==> config.mk <==
export PLATFORM = sky130hd
export DESIGN_NAME = positioning_status_outputs
export DESIGN_NICKNAME = d
export VERILOG_FILES = /design/src/hw/pos_status_pkg.sv /design/src/hw/positioning_status_outputs.sv /design/src/hw/speed_limit_check.sv
export SDC_FILE = /design/constraint.sdc
export NUM_CORES = 1
export LEC_CHECK = 0
export ABC_AREA = 1
export BUFFER_PORTS_ARGS = -buffer_cell sky130_fd_sc_hd__buf_4
export CAP_MARGIN = 15
export CORE_ASPECT_RATIO = 0.8
export CORE_UTILIZATION = 58
export CTS_BUF_LIST = sky130_fd_sc_hd__clkbuf_4 sky130_fd_sc_hd__clkbuf_8 sky130_fd_sc_hd__clkbuf_16
export DETAILED_ROUTE_END_ITERATION = 8
export PLACE_DENSITY = 0.95
export RECOVER_POWER = 50
export REMOVE_ABC_BUFFERS = 1
export SLEW_MARGIN = 20
export SYNTH_ARGS = -nofsm -noshare
export SYNTH_HDL_FRONTEND = slang
export SYNTH_HIERARCHICAL = 1
export SYNTH_SLANG_ARGS = --single-unit
==> constraint.sdc <==
create_clock -name sys_clk -period 12 [get_ports sys_clk]
set_input_delay 0.6 -clock sys_clk [delete_from_list [all_inputs] [get_ports sys_clk]]
set_output_delay 0.6 -clock sys_clk [all_outputs]
set_load 0.05 [all_outputs]
==> src/hw/pos_status_pkg.sv <==
/*
 * shared constants and carrier types for the positioning status outputs.
 * assumes a single 200 MHz system clock and synchronous inputs.
 */
package pos_status_pkg;

    localparam int          ERR_W           = 32;
    localparam int          SPD_W           = 16;
    localparam logic [31:0] DONE_WIDTH_MAX  = 32'h4000_0000;
    localparam logic [31:0] DONE_WIDTH_RST  = 32'h0000_0007;
    localparam logic [31:0] NEAR_WIDTH_MIN  = 32'h0000_0001;
    localparam logic [31:0] NEAR_WIDTH_RST  = 32'h4000_0000;
    localparam logic [1:0]  TIMING_ERR_ONLY = 2'h0;
    localparam logic [1:0]  TIMING_FILT_0   = 2'h1;
    localparam logic [1:0]  TIMING_RAW_0    = 2'h2;
    localparam logic        SRC_INTERNAL    = 1'h0;
    localparam logic        SRC_EXTERNAL    = 1'h1;
    localparam logic        CEIL_MAX_SPEED  = 1'h0;
    localparam logic        CEIL_OVERSPEED  = 1'h1;
    localparam logic [15:0] INT_LIMIT_RST   = 16'h2710;

    // selectors that only change at reset, on reset release or at restart
    typedef struct packed {
        logic [1:0] done_timing_selector;
        logic       limit_source_selector;
        logic       limit_ceiling_selector;
    } restart_cfg_t;

    // pin routing enables
    typedef struct packed {
        logic done_pin_assignment;
        logic near_pin_assignment;
        logic limit_pin_assignment;
    } pin_assign_t;

endpackage

==> src/hw/positioning_status_outputs.sv <==
/*
 * positioning done / near flags and speed-limit-active flag of a servo drive.
 * assumes all inputs synchronous to sys_clk; ctrl_tick marks a control cycle.
 */
// Behaviour
// - done asserts when absolute position error is below the done width
// - done active means positioning complete, inactive means not complete
// - timing selector adds filtered-zero or raw-zero reference qualification
// - done drives its pin only when its pin assignment is set
// - near asserts when absolute position error is below the near width
// - near active means motor is near completion
// - near drives its pin only when its pin assignment is set
// - in torque control, limit flag active while speed reaches the limit
// - limit flag drives its pin only when its pin assignment is set
// - limit source picks internal setting or external commanded value
// - internal limit is min of setting and selected ceiling
`timescale 1ns/10ps
module positioning_status_outputs
    import pos_status_pkg::*;
#(
    parameter int EW = ERR_W,
    parameter int SW = SPD_W
) (
    input  wire logic                         sys_clk,
    input  wire logic                         reset_n,
    input  wire logic                         ctrl_tick,
    input  wire logic                         restart,
    input  wire pos_status_pkg::restart_cfg_t cfg_in,
    input  wire pos_status_pkg::pin_assign_t  pin_assign,
    input  wire logic [31:0]                  done_width_setting,
    input  wire logic [31:0]                  near_width_setting,
    input  wire logic signed [EW-1:0]         ref_count,
    input  wire logic signed [EW-1:0]         motor_travel,
    input  wire logic                         filt_ref_zero,
    input  wire logic                         raw_ref_zero,
    input  wire logic                         torque_mode,
    input  wire logic [SW-1:0]                internal_speed_limit_setting,
    input  wire logic [SW-1:0]                external_speed_limit_value,
    input  wire logic [SW-1:0]                max_motor_speed,
    input  wire logic [SW-1:0]                overspeed_level,
    input  wire logic [SW-1:0]                motor_speed_abs,
    output logic                              positioning_done_out,
    output logic                              positioning_near_out,
    output logic                              speed_limit_active_out,
    output logic                              positioning_done_flag,
    output logic                              positioning_near_flag,
    output logic                              speed_limit_active_flag
);
    import pos_status_pkg::*;

    // ------------------------------------------------------------
    // restart-latched configuration
    // ------------------------------------------------------------
    restart_cfg_t cfg_r;
    logic         cfg_load_r;

    // selectors sampled on the cycle after reset release or on restart,
    // so a mid-run change is ignored until the drive restarts
    always_ff @(posedge sys_clk) begin
        if (!reset_n) begin
            cfg_load_r <= 1'b1;
        end else begin
            cfg_load_r <= 1'b0;
        end
    end

    always_ff @(posedge sys_clk) begin
        if (!reset_n) begin
            cfg_r <= '{TIMING_ERR_ONLY, SRC_INTERNAL, CEIL_MAX_SPEED};
        end else if (cfg_load_r || restart) begin
            cfg_r <= cfg_in;
        end
    end

    // ------------------------------------------------------------
    // position error magnitude
    // ------------------------------------------------------------
    logic signed [EW:0] err_full;
    logic [EW:0]        err_abs;
    logic [EW:0]        done_w;
    logic [EW:0]        near_w;

    function automatic logic [EW:0] clip_width(input logic [31:0] w,
                                               input logic [31:0] lo);
        logic [31:0] v;
        v = (w > DONE_WIDTH_MAX) ? DONE_WIDTH_MAX : ((w < lo) ? lo : w);
        return (EW + 1)'(v);
    endfunction

    // one extra bit so the difference never wraps
    always_comb begin
        err_full = (EW + 1)'(ref_count) - (EW + 1)'(motor_travel);
        err_abs  = err_full[EW] ? (EW + 1)'(-err_full) : err_full;
        done_w   = clip_width(done_width_setting, 32'h0);
        near_w   = clip_width(near_width_setting, NEAR_WIDTH_MIN);
    end

    // ------------------------------------------------------------
    // done qualification
    // ------------------------------------------------------------
    logic done_qual;

    always_comb begin
        unique case (cfg_r.done_timing_selector)
            TIMING_FILT_0: done_qual = filt_ref_zero;
            TIMING_RAW_0:  done_qual = raw_ref_zero;
            default:       done_qual = 1'b1;
        endcase
    end

    // ------------------------------------------------------------
    // flags, refreshed once per control cycle
    // ------------------------------------------------------------
    logic limit_hit;

    speed_limit_check #(
        .W (SW)
    ) u_limit (
        .sys_clk                      (sys_clk),
        .reset_n                      (reset_n),
        .use_external                 (cfg_r.limit_source_selector),
        .ceil_overspeed               (cfg_r.limit_ceiling_selector),
        .internal_speed_limit_setting (internal_speed_limit_setting),
        .external_speed_limit_value   (external_speed_limit_value),
        .max_motor_speed              (max_motor_speed),
        .overspeed_level              (overspeed_level),
        .motor_speed_abs              (motor_speed_abs),
        .at_limit                     (limit_hit)
    );

    // widths take effect immediately, sampled at each control tick
    always_ff @(posedge sys_clk) begin
        if (!reset_n) begin
            positioning_done_flag <= 1'b0;
            positioning_near_flag <= 1'b0;
        end else if (ctrl_tick) begin
            positioning_done_flag <= (err_abs < done_w) && done_qual;
            positioning_near_flag <= (err_abs < near_w);
        end
    end

    always_ff @(posedge sys_clk) begin
        if (!reset_n) begin
            speed_limit_active_flag <= 1'b0;
        end else if (ctrl_tick) begin
            speed_limit_active_flag <= torque_mode && limit_hit;
        end
    end

    // ------------------------------------------------------------
    // pin routing
    // ------------------------------------------------------------
    // unassigned signals leave their pin inactive (contact open)
    always_ff @(posedge sys_clk) begin
        if (!reset_n) begin
            positioning_done_out   <= 1'b0;
            positioning_near_out   <= 1'b0;
            speed_limit_active_out <= 1'b0;
        end else begin
            positioning_done_out   <= pin_assign.done_pin_assignment
                                      && positioning_done_flag;
            positioning_near_out   <= pin_assign.near_pin_assignment
                                      && positioning_near_flag;
            speed_limit_active_out <= pin_assign.limit_pin_assignment
                                      && speed_limit_active_flag;
        end
    end

    // ------------------------------------------------------------
    // checks
    // ------------------------------------------------------------
    done_follows_err_a: assert property (@(posedge sys_clk) disable iff (!reset_n)
        ctrl_tick && (err_abs >= done_w) |=> !positioning_done_flag)
        else $error("done set with error at or above width");

    done_raw_qual_a: assert property (@(posedge sys_clk) disable iff (!reset_n)
        ctrl_tick && cfg_r.done_timing_selector == TIMING_RAW_0 && !raw_ref_zero
        |=> !positioning_done_flag)
        else $error("done set while raw reference nonzero");

    near_set_a: assert property (@(posedge sys_clk) disable iff (!reset_n)
        ctrl_tick && (err_abs < near_w) |=> positioning_near_flag)
        else $error("near missing with small error");

    done_pin_a: assert property (@(posedge sys_clk) disable iff (!reset_n)
        positioning_done_out |-> $past(pin_assign.done_pin_assignment))
        else $error("done pin active while unassigned");

    near_pin_a: assert property (@(posedge sys_clk) disable iff (!reset_n)
        $past(pin_assign.near_pin_assignment && positioning_near_flag)
        == positioning_near_out)
        else $error("near pin mismatch");

    limit_torque_a: assert property (@(posedge sys_clk) disable iff (!reset_n)
        ctrl_tick && !torque_mode |=> !speed_limit_active_flag)
        else $error("limit flag outside torque control");

    limit_pin_a: assert property (@(posedge sys_clk) disable iff (!reset_n)
        !pin_assign.limit_pin_assignment |=> !speed_limit_active_out)
        else $error("limit pin active while unassigned");

    hold_no_tick_a: assert property (@(posedge sys_clk) disable iff (!reset_n)
        !ctrl_tick |=> $stable(positioning_near_flag) && $stable(positioning_done_flag))
        else $error("flag changed without control tick");

    cfg_stable_a: assert property (@(posedge sys_clk) disable iff (!reset_n)
        !restart && !cfg_load_r |=> $stable(cfg_r))
        else $error("selector changed without restart");

    // the set side of done, so a stuck-low flag is caught as well
    done_set_a: assert property (@(posedge sys_clk) disable iff (!reset_n)
        ctrl_tick && (err_abs < done_w) && done_qual |=> positioning_done_flag)
        else $error("done missing with small error");

    near_clear_a: assert property (@(posedge sys_clk) disable iff (!reset_n)
        ctrl_tick && (err_abs >= near_w) |=> !positioning_near_flag)
        else $error("near set with error at or above width");

    limit_set_a: assert property (@(posedge sys_clk) disable iff (!reset_n)
        ctrl_tick && torque_mode && limit_hit |=> speed_limit_active_flag)
        else $error("limit flag missing at limit speed");

    // no disable here: this one must watch the reset itself
    reset_quiet_a: assert property (@(posedge sys_clk)
        !reset_n |=> !positioning_done_flag && !positioning_near_flag
        && !speed_limit_active_flag && !positioning_done_out
        && !positioning_near_out && !speed_limit_active_out)
        else $error("status output active after reset");

endmodule

==> src/hw/speed_limit_check.sv <==
/*
 * speed limit selection and reached detection.
 * assumes speeds share one unsigned unit and are synchronous to sys_clk.
 */
`timescale 1ns/10ps
module speed_limit_check
    import pos_status_pkg::*;
#(
    parameter int W = SPD_W
) (
    input  wire logic         sys_clk,
    input  wire logic         reset_n,
    input  wire logic         use_external,
    input  wire logic         ceil_overspeed,
    input  wire logic [W-1:0] internal_speed_limit_setting,
    input  wire logic [W-1:0] external_speed_limit_value,
    input  wire logic [W-1:0] max_motor_speed,
    input  wire logic [W-1:0] overspeed_level,
    input  wire logic [W-1:0] motor_speed_abs,
    output logic              at_limit
);

    logic [W-1:0] ceiling;
    logic [W-1:0] limit_eff;

    // internal limit is clipped by the chosen ceiling
    always_comb begin
        ceiling = ceil_overspeed ? overspeed_level : max_motor_speed;
        if (use_external) begin
            limit_eff = external_speed_limit_value;
        end else if (internal_speed_limit_setting < ceiling) begin
            limit_eff = internal_speed_limit_setting;
        end else begin
            limit_eff = ceiling;
        end
    end

    // registered on every sys_clk edge; the flag samples it once per control tick
    always_ff @(posedge sys_clk) begin
        if (!reset_n) begin
            at_limit <= 1'b0;
        end else begin
            at_limit <= (motor_speed_abs >= limit_eff);
        end
    end

endmodule

==> results of run 1 <==
sequential cells by signal, indices dropped and copies added, names as in the netlist:
signal,flops
cfg_r,4
cfg_load_r,1
positioning_done_flag,1
positioning_done_out,1
positioning_near_flag,1
positioning_near_out,1
speed_limit_active_flag,1
speed_limit_active_out,1
u_limit/at_limit,1
area by class of cell:
class | instances | area share (%)
diodes | 1 | 0.0286
multi-input cells | 974 | 66.4
repair buffers | 228 | 19.5
inverters | 191 | 8.22
clock buffers | 4 | 1.02
well taps | 148 | 2.12
flip-flops and latches | 12 | 2.75
cells by family (layout without fill, tap and decap cells):
kind of cell / count (synthesis) / in the layout
AOI/OAI and AO/OA: 156 / 156
xor gates and xnor gates: 42 / 42
adders and majority gates: 125 / 125
buffers and inverters: 210 / 423
DFF: 12 / 12
muxes: 11 / 11
other: 1 / 3
and+or+nand+nor: 638 / 638
metrics by stage:
stage	hold slack (ns)	cell area [µm²]	instances	util (%)	worst slack [ns]
global placement	0.428	8660	1553	75.2	6.78
CTS	0.447	8750	1557	76.0	6.70
detailed placement	0.433	8660	1553	75.2	6.45
floorplan	0.449	6760	1177	-	7.38
global route	0.461	8750	1558	76.0	6.18
finish	0.448	8750	1558	76.0	6.61
layout by cell type (no fill, tap or decap), types with 2 or more instances in the layout:
cell type	count
ha_1	124
buf_4	225
xnor2_1	11
nand3_1	79
clkbuf_1	2
nor3_2	2
a31oi_1	3
o21ai_1	10
a21oi_2	6
mux2i_1	11
nor2_2	14
clkbuf_16	3
nor2_1	119
nand2_2	18
a21boi_1	3
o311ai_0	2
nor3_1	19
a21oi_1	70
or2_2	7
inv_2	9
nor2_4	2
nor4_1	6
a211oi_1	8
a21boi_0	7
nand3b_1	5
xor2_1	30
o21ai_0	27
nand2_1	329
dfxtp_1	12
conb_1	2
o21a_1	5
nand3_2	5
nand2_4	2
inv_1	180
o21bai_1	3
o221ai_1	4
nand4_1	25
metal layers:
layer / up-vias / part of all wire, % / track usage [%]
met1: 3735 / 42 / 41.8
met4: 0 / 4.6 / 15.1
met2: 390 / 45 / 57.5
li1: 4342 / - / -
met3: 77 / 8.4 / 4.99
met5: - / 0 / 0
power by group through the flow:
stage	Combinational, mW	Clock [mW]	Sequential (mW)
2_1_floorplan	0.410	0	0.0565
3_3_place_gp	0.566	0	0.0498
3_5_place_dp	0.589	0	0.0499
4_1_cts	0.595	0.0704	0.0492
5_1_grt	0.683	0.0734	0.0498
6_report	0.604	0.0712	0.0492
worst paths after layout:
| check | to | slack (ns) | cells past startpoint |
|---|---|---|---|
| max reg2reg | u_limit/at_limit | 7.20 | 20 |
| min | speed_limit_active_out | 0.45 | 2 |
| max | positioning_near_flag | 6.61 | 38 |
| min reg2reg | speed_limit_active_out | 0.45 | 2 |
critical path, delay by kind of cell:
kind | cells | cell delay [ns]
and+or+nand+nor | 26 | 2.32
adders and majority gates | 3 | 0.92
AOI/OAI and AO/OA | 4 | 0.84
buffers and inverters | 4 | 0.62
xor gates and xnor gates | 1 | 0.28
==> load_flow_metrics.sql, run 1 <==
INSERT INTO impl_metrics (metric_group, metric, value, unit) VALUES
('placement', 'gp_congestion', '0.984', ''),
('power_and_ir_drop', 'p_comb_share', '83.4', '%'),
('cells_and_area', 'area.growth.synth_to_final', '27.7', '%'),
('timing', 'finalSetupViolations', '0', ''),
('floorplanning', 'initial_standard_cell_utilization_of_the_core', '59.5', '%'),
('clocking', 'clockBufferDepth', '2', ''),
('synthesis', 'synth_top_area_share', '22.6', '%'),
('cells_and_area', 'fill_cells', '936', ''),
('grt', 'antenna_found_initial', '1', ''),
('synthesis', 'synth_top_family_by_area', 'simple AND/OR/NAND/NOR gates', ''),
('clocking', 'register_clock_pin_slew_on_the_reported_worst_setup_and_hold_paths', '0.05', 'ns'),
('setup_path', 'worstSetupStartpoint', 'ref_count[0]', ''),
('floorplanning', 'num_rows', '35', ''),
('synthesis', 'synth_simple_gate_area_share', '41.0', '%'),
('setup_path', 'crit_path_end_kind', 'register', ''),
('setup_path', 'element_type_at_the_critical_path_start', 'input port', ''),
('clocking', 'clkLatencyLatePin', '0.25', 'ns'),
('setup_path', 'worst-path-max-fanout', '27', ''),
('timing', 'final_worst_path_period_need', '5.39', 'ns'),
('cells_and_area', 'ff_latch_area', '240', 'µm²'),
('drt', 'route.final.wire_length', '21000', 'µm'),
('cells_and_area', 'layout.nets', '1757', ''),
('clocking', 'clock_tree.root_cell', 'clkbuf_16', ''),
('clocking', 'cts_resized', '0', ''),
('setup_path', 'critical_path_arrival', '5.58', 'ns'),
('synthesis', 'post_synth_mux_area_share', '1.61', '%'),
('synthesis', 'post_synth_most_frequent_cells', 'nand2_1 (329), inv_1 (180), ha_1 (124), nor2_1 (119), nand3_1 (79)', ''),
('synthesis', 'synth_compound_gate_area_share', '13.5', '%'),
('synthesis', 'synth-seq-cells', '12', ''),
('placement', 'place.detailed.hpwl', '18000', 'µm'),
('clocking', 'cts-hold-fix-buffers', '0', ''),
('power_and_ir_drop', 'power_report.internal_total', '0.344', 'mW'),
('outcome', 'run_status', 'completed', ''),
('setup_path', 'criticalPathCategory', 'in2reg', ''),
('clocking', 'numCtsBuffers', '3', ''),
('grt', 'grt_util_all_layers', '33.7', '%'),
('power_and_ir_drop', 'worst_ir_drop_vdd', '0.0454', 'mV'),
('drt', 'drt-initial-drc-count', '546', ''),
('drt', 'drc', '0', ''),
('synthesis', 'yosys.area.top_type', 'ha_1', ''),
('grt', 'grt_overflow_total', '0', ''),
('floorplanning', 'die-width', '124', 'µm'),
('cells_and_area', 'post_route_cells_drive_above_1_share', '21.4', '%'),
('timing', 'period_share', '44.9', '%'),
('power_and_ir_drop', 'net-switching-power', '0.381', 'mW'),
('grt', 'global_route_wire_length_before_repair', '34100', 'µm'),
('setup_path', 'worstPathRequired', '12.19', 'ns'),
('clocking', 'cts_tree', 'done', ''),
('synthesis', 'ys_async_sr_fraction', '0', '%'),
('synthesis', 'syn_avg_cell_area', '5.74', 'µm²'),
('synthesis', 'synthesis.instances', '1195', ''),
('timing', 'rsz0062_at_grt', 'no', ''),
('timing', 'slew-limit-headroom', '24.4', '%'),
('cells_and_area', 'multi_input_comb_area', '0.00581', 'mm²'),
('setup_path', 'slowest_stage', 'fa_1', ''),
('power_and_ir_drop', 'p_sw_share', '52.5', '%'),
('timing', 'fin_skew', '0.00452', 'ns'),
('hold_path', 'worst_min_delay_path_class', 'reg2reg', ''),
('power_and_ir_drop', 'power.share.clock', '9.8', '%'),
('timing', 'max_freq', '186', 'MHz'),
('synthesis', 'ys.flop_type', 'dfxtp_1', ''),
('placement', 'buffer_ports.inserted', '227', ''),
('clocking', 'post-cts-setup-buffers', '0', ''),
('synthesis', 'synth-adder-area-share', '22.9', '%'),
('clocking', 'cts.sinks', '12', ''),
('drt', 'final_antenna_net_count', '0', ''),
('timing', 'timing.setup.tns', '0', 'ns'),
('synthesis', 'count_leader_synth', 'nand2_1', ''),
('synthesis', 'yosys.area_share.xor_xnor', '5.48', '%'),
('clocking', 'h-tree-depth', '1', ''),
('setup_path', 'timing.rr.start', 'cfg_r[0]', '');
Power figures use the tool's default switching activity.
==> run 2, diff against run 1 <==
- CORE_UTILIZATION: 58 -> 54
- clock period: 12 -> 5.3 ns (I/O delays scaled with it)
==> run 2 against run 1 <==
Effect of this change: first-iteration DRC count shrank 4.0%; largest cell class unchanged; non-clock buffer count grew 5; critical endpoint unchanged; total power increased by 120%; critical path type unchanged; design area rose by 0.51%.
==> load_flow_metrics.sql, run 2 (same netlist as run 1, synthesis figures left out) <==
INSERT INTO impl_metrics (metric_group, metric, value, unit) VALUES
('setup_path', 'slowest_stage', 'fa_1', ''),
('floorplanning', 'die_y', '103', 'µm'),
('cells_and_area', 'fill_cells', '1053', ''),
('cells_and_area', 'layout.nets', '1762', ''),
('timing', 'slew-limit-headroom', '52.5', '%'),
('setup_path', 'worstPathRequired', '5.48', 'ns'),
('clocking', 'cts_resized', '0', ''),
('timing', 'timing.setup.tns', '0', 'ns'),
('power_and_ir_drop', 'power_report.internal_total', '0.780', 'mW'),
('power_and_ir_drop', 'p_comb_share', '84.1', '%'),
('drt', 'drt-initial-drc-count', '524', ''),
('cells_and_area', 'ff_latch_area', '240', 'µm²'),
('drt', 'final_antenna_net_count', '0', ''),
('cells_and_area', 'layout.cells.most_common_list', 'nand2_1 (329), buf_4 (228), inv_1 (180)', ''),
('floorplanning', 'die-width', '128', 'µm'),
('grt', 'antenna_found_initial', '0', ''),
('floorplanning', 'core', '0.0123', 'mm²'),
('setup_path', 'crit_path_end_kind', 'register', ''),
('cells_and_area', 'n_antenna_cell', '0', ''),
('placement', 'buffer_ports.inserted', '227', ''),
('drt', 'via_per_inst', '5.32', ''),
('cells_and_area', 'post_route_cells_drive_above_1_share', '21.4', '%'),
('outcome', 'run_status', 'completed', ''),
('timing', 'report.final.hold_viol_count', '0', ''),
('drt', 'drt_pre_antenna_iters', '5', ''),
('grt', 'grt_util_all_layers', '31.3', '%'),
('drt', 'number_of_vias_in_the_routed_layout', '8431', ''),
('grt', 'vias_in_the_first_global_route', '8025', ''),
('timing', 'rsz0062_at_grt', 'no', ''),
('clocking', 'numCtsBuffers', '3', ''),
('clocking', 'clockBufferDepth', '2', ''),
('setup_path', 'element_type_at_the_critical_path_start', 'input port', ''),
('power_and_ir_drop', 'worst_ir_drop_vdd', '0.101', 'mV'),
('cells_and_area', 'registers.top_by_ff_count', 'cfg_r', ''),
('cells_and_area', 'largest_register_ff_count', '4', ''),
('placement', 'place_ws', '0.535', 'ns'),
('job', 'drv_cap', '0', ''),
('timing', 'finalSetupViolations', '0', ''),
('placement', 'post_dp_cell_area', '0.00873', 'mm²'),
('power_and_ir_drop', 'net-switching-power', '0.842', 'mW'),
('clocking', 'clock_tree.root_cell', 'clkbuf_16', ''),
('cells_and_area', 'area.growth.synth_to_final', '28.3', '%'),
('grt', 'global_route_wire_length_before_repair', '34200', 'µm'),
('hold_path', 'worst_min_delay_path_class', 'in2reg', ''),
('timing', 'fin_skew', '0.000196', 'ns'),
('clocking', 'clkLatencyLatePin', '0.24', 'ns'),
('setup_path', 'critPathMaxStageDelay', '0.38', 'ns'),
('setup_path', 'worst-path-max-fanout', '10', ''),
('timing', 'period_share', '86.7', '%'),
('timing', 'final_worst_path_period_need', '4.59', 'ns'),
('drt', 'drc', '0', ''),
('placement', 'gp_congestion', '0.967', ''),
('clocking', 'cts.sinks', '12', ''),
('timing', 'worst-slew-pin-transition', '0.712', 'ns'),
('drt', 'post_drt_wl_per_cell', '13.3', 'µm'),
('power_and_ir_drop', 'total_leakage_power', '4.88', 'nW'),
('setup_path', 'crit_top_cell', 'nand2_1', ''),
('setup_path', 'critical_path_arrival', '4.78', 'ns'),
('timing', 'max_freq', '218', 'MHz'),
('clocking', 'h-tree-depth', '1', ''),
('floorplanning', 'io_pins', '228', ''),
('power_and_ir_drop', 'p_sw_share', '51.9', '%'),
('power_and_ir_drop', 'power.share.clock', '9.3', '%'),
('floorplanning', 'initial_standard_cell_utilization_of_the_core', '55.7', '%'),
('grt', 'grt_start_max_net_pins', '30', ''),
('drt', 'route.final.wire_length', '21000', 'µm'),
('setup_path', 'criticalPathCategory', 'in2reg', ''),
('cells_and_area', 'mostFrequentLayoutCell', 'nand2_1', ''),
('clocking', 'post-cts-setup-buffers', '0', ''),
('clocking', 'cts-hold-fix-buffers', '0', ''),
('clocking', 'register_clock_pin_slew_on_the_reported_worst_setup_and_hold_paths', '0.04', 'ns'),
('floorplanning', 'die_area', '0.0131', 'mm²'),
('cells_and_area', 'multi_input_comb_area', '0.00580', 'mm²'),
('floorplanning', 'num_rows', '36', ''),
('cells_and_area', 'finalInstanceArea', '0.00880', 'mm²'),
('clocking', 'cts_tree', 'done', ''),
('timing', 'report.final.slew_viol_count', '0', ''),
('power_and_ir_drop', 'pwr_density_cell', '184', 'mW/mm²'),
('placement', 'place.detailed.hpwl', '18600', 'µm'),
('grt', 'grt_overflow_total', '0', ''),
('power_and_ir_drop', 'p_seq_share', '6.6', '%'),
('timing', 'worst_slack', '0.705', 'ns'),
('power_and_ir_drop', 'power_after_layout', '1.62', 'mW');
[run 2: cell types whose count changed in the layout (fill, tap and decap cells not counted)]
| cell | before | now |
|---|---|---|
| clkbuf_4 | 1 | 0 |
| buf_4 | 225 | 228 |
| o22ai_2 | 0 | 1 |
| diode_2 | 1 | 0 |
| o22ai_4 | 1 | 0 |
| clkbuf_1 | 2 | 5 |
[run 2: final timing paths]
| check | to | slack (ns) | cells past startpoint | start |
|---|---|---|---|---|
| min | speed_limit_active_out | 0.25 | 3 | pin_assign[0] |
| max | positioning_near_flag | 0.71 | 38 | ref_count[0] |
| max reg2reg | u_limit/at_limit | 1.46 | 19 | cfg_r[0] |
| min reg2reg | speed_limit_active_out | 0.44 | 2 | speed_limit_active_flag |
[run 2: power by group through the flow]
| stage | Combinational (mW) | Sequential (mW) | Clock (mW) |
|---|---|---|---|
| 2_1_floorplan | 0.928 | 0.128 | 0 |
| 3_3_place_gp | 1.28 | 0.107 | 0 |
| 3_5_place_dp | 1.35 | 0.107 | 0 |
| 4_1_cts | 1.35 | 0.106 | 0.153 |
| 5_1_grt | 1.56 | 0.107 | 0.160 |
| 6_report | 1.36 | 0.106 | 0.152 |
[run 2: layer usage]
metal | routed length (µm) | GRT usage [%]
met5 | 0 | 0
met4 | 808 | 12.4
met3 | 1510 | 3.58
met2 | 9900 | 58.0
met1 | 8810 | 37.2
[run 2: worst max-delay path, delay by kind of cell]
| kind | cells | cell delay (ns) |
|---|---|---|
| AND/OR/NAND/NOR | 26 | 2.05 |
| adder cells (fa/ha/maj) | 3 | 0.89 |
| AO/OA/AOI/OAI | 4 | 0.80 |
| buffers and inverters | 4 | 0.48 |
| XOR/XNOR | 1 | 0.28 |
[run 2: stage by stage]
stage	util [%]	hold WS [ns]	instances
floorplan	-	0.363	1177
CTS	71.7	0.247	1585
global placement	71.0	0.438	1581
detailed placement	71.0	0.436	1581
finish	71.5	0.247	1585
global route	71.5	0.263	1585
[run 2: area by class of cell]
type	count	area share (%)
clock buffers	4	1.01
inverters	191	8.18
multi-input cells	974	66.0
flip-flops and latches	12	2.73
well taps	171	2.43
repair buffers	233	19.7
==> run 3, diff against run 2 <==
- PLACE_DENSITY: 0.95 -> 0.93
==> run 3 against run 2 <==
Effect of this change: clock-buffer cell count unchanged; first-iteration DRC count down 24%; register-to-register slack gained 0.06 ns; global-route usage fell by 0.53 points; cell count about the same; clock power rose by 3%; total power up 0.13%; largest cell class unchanged.
==> load_flow_metrics.sql, run 3 (same netlist as run 1, synthesis figures left out) <==
INSERT INTO impl_metrics (metric_group, metric, value, unit) VALUES
('outcome', 'run_status', 'completed', ''),
('floorplanning', 'die_area', '0.0131', 'mm²'),
('setup_path', 'worst-path-max-fanout', '10', ''),
('grt', 'vias_in_the_first_global_route', '7713', ''),
('grt', 'antenna_found_initial', '0', ''),
('clocking', 'clkLatencyLatePin', '0.24', 'ns'),
('clocking', 'cts-hold-fix-buffers', '0', ''),
('grt', 'grt_start_max_net_pins', '27', ''),
('clocking', 'cts_resized', '0', ''),
('timing', 'rsz0062_at_grt', 'no', ''),
('power_and_ir_drop', 'worst_ir_drop_vdd', '0.109', 'mV'),
('timing', 'report.final.slew_viol_count', '0', ''),
('setup_path', 'slowest_stage', 'fa_1', ''),
('drt', 'route.final.wire_length', '20800', 'µm'),
('clocking', 'cts.sinks', '12', ''),
('cells_and_area', 'layout.nets', '1761', ''),
('timing', 'final_worst_path_period_need', '4.57', 'ns'),
('timing', 'slew-limit-headroom', '38.6', '%'),
('clocking', 'post-cts-setup-buffers', '0', ''),
('clocking', 'numCtsBuffers', '3', ''),
('setup_path', 'critical_path_arrival', '4.71', 'ns'),
('power_and_ir_drop', 'power_report.internal_total', '0.779', 'mW'),
('clocking', 'clock_tree.root_cell', 'clkbuf_16', ''),
('clocking', 'clockBufferDepth', '2', ''),
('timing', 'max_freq', '219', 'MHz'),
('floorplanning', 'io_pins', '228', ''),
('drt', 'drt-initial-drc-count', '399', ''),
('power_and_ir_drop', 'p_sw_share', '52.0', '%'),
('job', 'drv_cap', '0', ''),
('power_and_ir_drop', 'pwr_density_cell', '185', 'mW/mm²'),
('power_and_ir_drop', 'p_seq_share', '6.6', '%'),
('setup_path', 'crit_top_cell', 'nand2_1', ''),
('drt', 'number_of_vias_in_the_routed_layout', '8425', ''),
('power_and_ir_drop', 'total_leakage_power', '4.88', 'nW'),
('cells_and_area', 'largest_register_ff_count', '4', ''),
('clocking', 'register_clock_pin_slew_on_the_reported_worst_setup_and_hold_paths', '0.05', 'ns'),
('setup_path', 'critPathMaxStageDelay', '0.38', 'ns'),
('hold_path', 'worst_min_delay_path_class', 'in2reg', ''),
('timing', 'fin_skew', '0.00308', 'ns'),
('placement', 'gp_congestion', '0.918', ''),
('timing', 'report.final.hold_viol_count', '0', ''),
('setup_path', 'crit_path_end_kind', 'register', ''),
('floorplanning', 'initial_standard_cell_utilization_of_the_core', '55.7', '%'),
('cells_and_area', 'area.growth.synth_to_final', '28.3', '%'),
('grt', 'global_route_wire_length_before_repair', '33600', 'µm'),
('clocking', 'cts_tree', 'done', ''),
('floorplanning', 'die-width', '128', 'µm'),
('drt', 'drc', '0', ''),
('power_and_ir_drop', 'power_after_layout', '1.62', 'mW'),
('drt', 'post_drt_wl_per_cell', '13.1', 'µm'),
('drt', 'drt_pre_antenna_iters', '5', ''),
('cells_and_area', 'post_route_cells_drive_above_1_share', '21.4', '%'),
('cells_and_area', 'n_antenna_cell', '0', ''),
('timing', 'period_share', '86.2', '%'),
('drt', 'final_antenna_net_count', '0', ''),
('timing', 'timing.setup.tns', '0', 'ns'),
('clocking', 'h-tree-depth', '1', ''),
('setup_path', 'worstPathRequired', '5.44', 'ns'),
('power_and_ir_drop', 'power.share.clock', '9.6', '%'),
('placement', 'buffer_ports.inserted', '227', ''),
('floorplanning', 'num_rows', '36', ''),
('floorplanning', 'core', '0.0123', 'mm²'),
('timing', 'finalSetupViolations', '0', ''),
('power_and_ir_drop', 'p_comb_share', '83.8', '%'),
('cells_and_area', 'mostFrequentLayoutCell', 'nand2_1', ''),
('cells_and_area', 'registers.top_by_ff_count', 'cfg_r', ''),
('grt', 'grt_util_all_layers', '30.8', '%'),
('setup_path', 'element_type_at_the_critical_path_start', 'input port', ''),
('cells_and_area', 'layout.cells.most_common_list', 'nand2_1 (329), buf_4 (228), inv_1 (180)', ''),
('setup_path', 'criticalPathCategory', 'in2reg', ''),
('drt', 'via_per_inst', '5.32', ''),
('placement', 'place.detailed.hpwl', '18200', 'µm'),
('setup_path', 'r2r_setup_slack', '1.52', 'ns'),
('floorplanning', 'die_y', '103', 'µm'),
('grt', 'grt_overflow_total', '0', ''),
('power_and_ir_drop', 'net-switching-power', '0.845', 'mW'),
('timing', 'worst-slew-pin-transition', '0.915', 'ns');
[run 3: changes by cell type in the layout (fill, tap and decap cells not counted), sizes merged]
cell | before | now
clkbuf | 9 | 8
[run 3: worst paths after layout]
| path | startpoint | to | cells past startpoint |
|---|---|---|---|
| worst max-delay path | ref_count[0] | positioning_near_flag | 38 |
| worst min register to register | speed_limit_active_flag | speed_limit_active_out | 2 |
| worst max register to register | cfg_r[0] | u_limit/at_limit | 23 |
| worst min-delay path | pin_assign[0] | speed_limit_active_out | 3 |
[run 3: worst max-delay path: cells and delay by family]
| family | cells | cell delay, ns |
|---|---|---|
| xor+xnor | 1 | 0.32 |
| buf+inv | 4 | 0.48 |
| fa+ha+maj | 3 | 0.79 |
| compound gates | 2 | 0.54 |
| simple gates | 28 | 2.31 |
[run 3: cell type report]
class                      instances  area, µm²
clock buffer                       4       88.8
fill                            1046       3500
inverter                         191        719
multi-input combinational        974       5800
sequential                        12        240
tap                              171        214
timing repair buffer             232       1730
[run 3: layer usage]
layer / wire length, µm / track usage (%)
met5: 0 / 0
met4: 620 / 9.05
met3: 1370 / 3.27
met2: 9960 / 58.7
met1: 8850 / 36.5
[run 3: metrics by stage]
step	area, µm²	hold slack [ns]	utilization, %	worst slack (ns)	instances
5_1_grt	8790	0.258	71.5	0.203	1584
3_5_place_dp	8720	0.437	70.9	0.496	1580
3_3_place_gp	8720	0.430	70.9	0.784	1580
6_report	8790	0.247	71.5	0.729	1584
2_1_floorplan	6760	0.363	-	1.01	1177
4_1_cts	8810	0.249	71.6	0.723	1584
[run 3: power groups by stage]
| stage | Sequential [mW] | Combinational [mW] | Clock [mW] |
|---|---|---|---|
| floorplan | 0.128 | 0.928 | 0 |
| global placement | 0.109 | 1.28 | 0 |
| detailed placement | 0.109 | 1.34 | 0 |
| CTS | 0.107 | 1.35 | 0.157 |
| global route | 0.108 | 1.55 | 0.161 |
| finish | 0.107 | 1.36 | 0.156 |
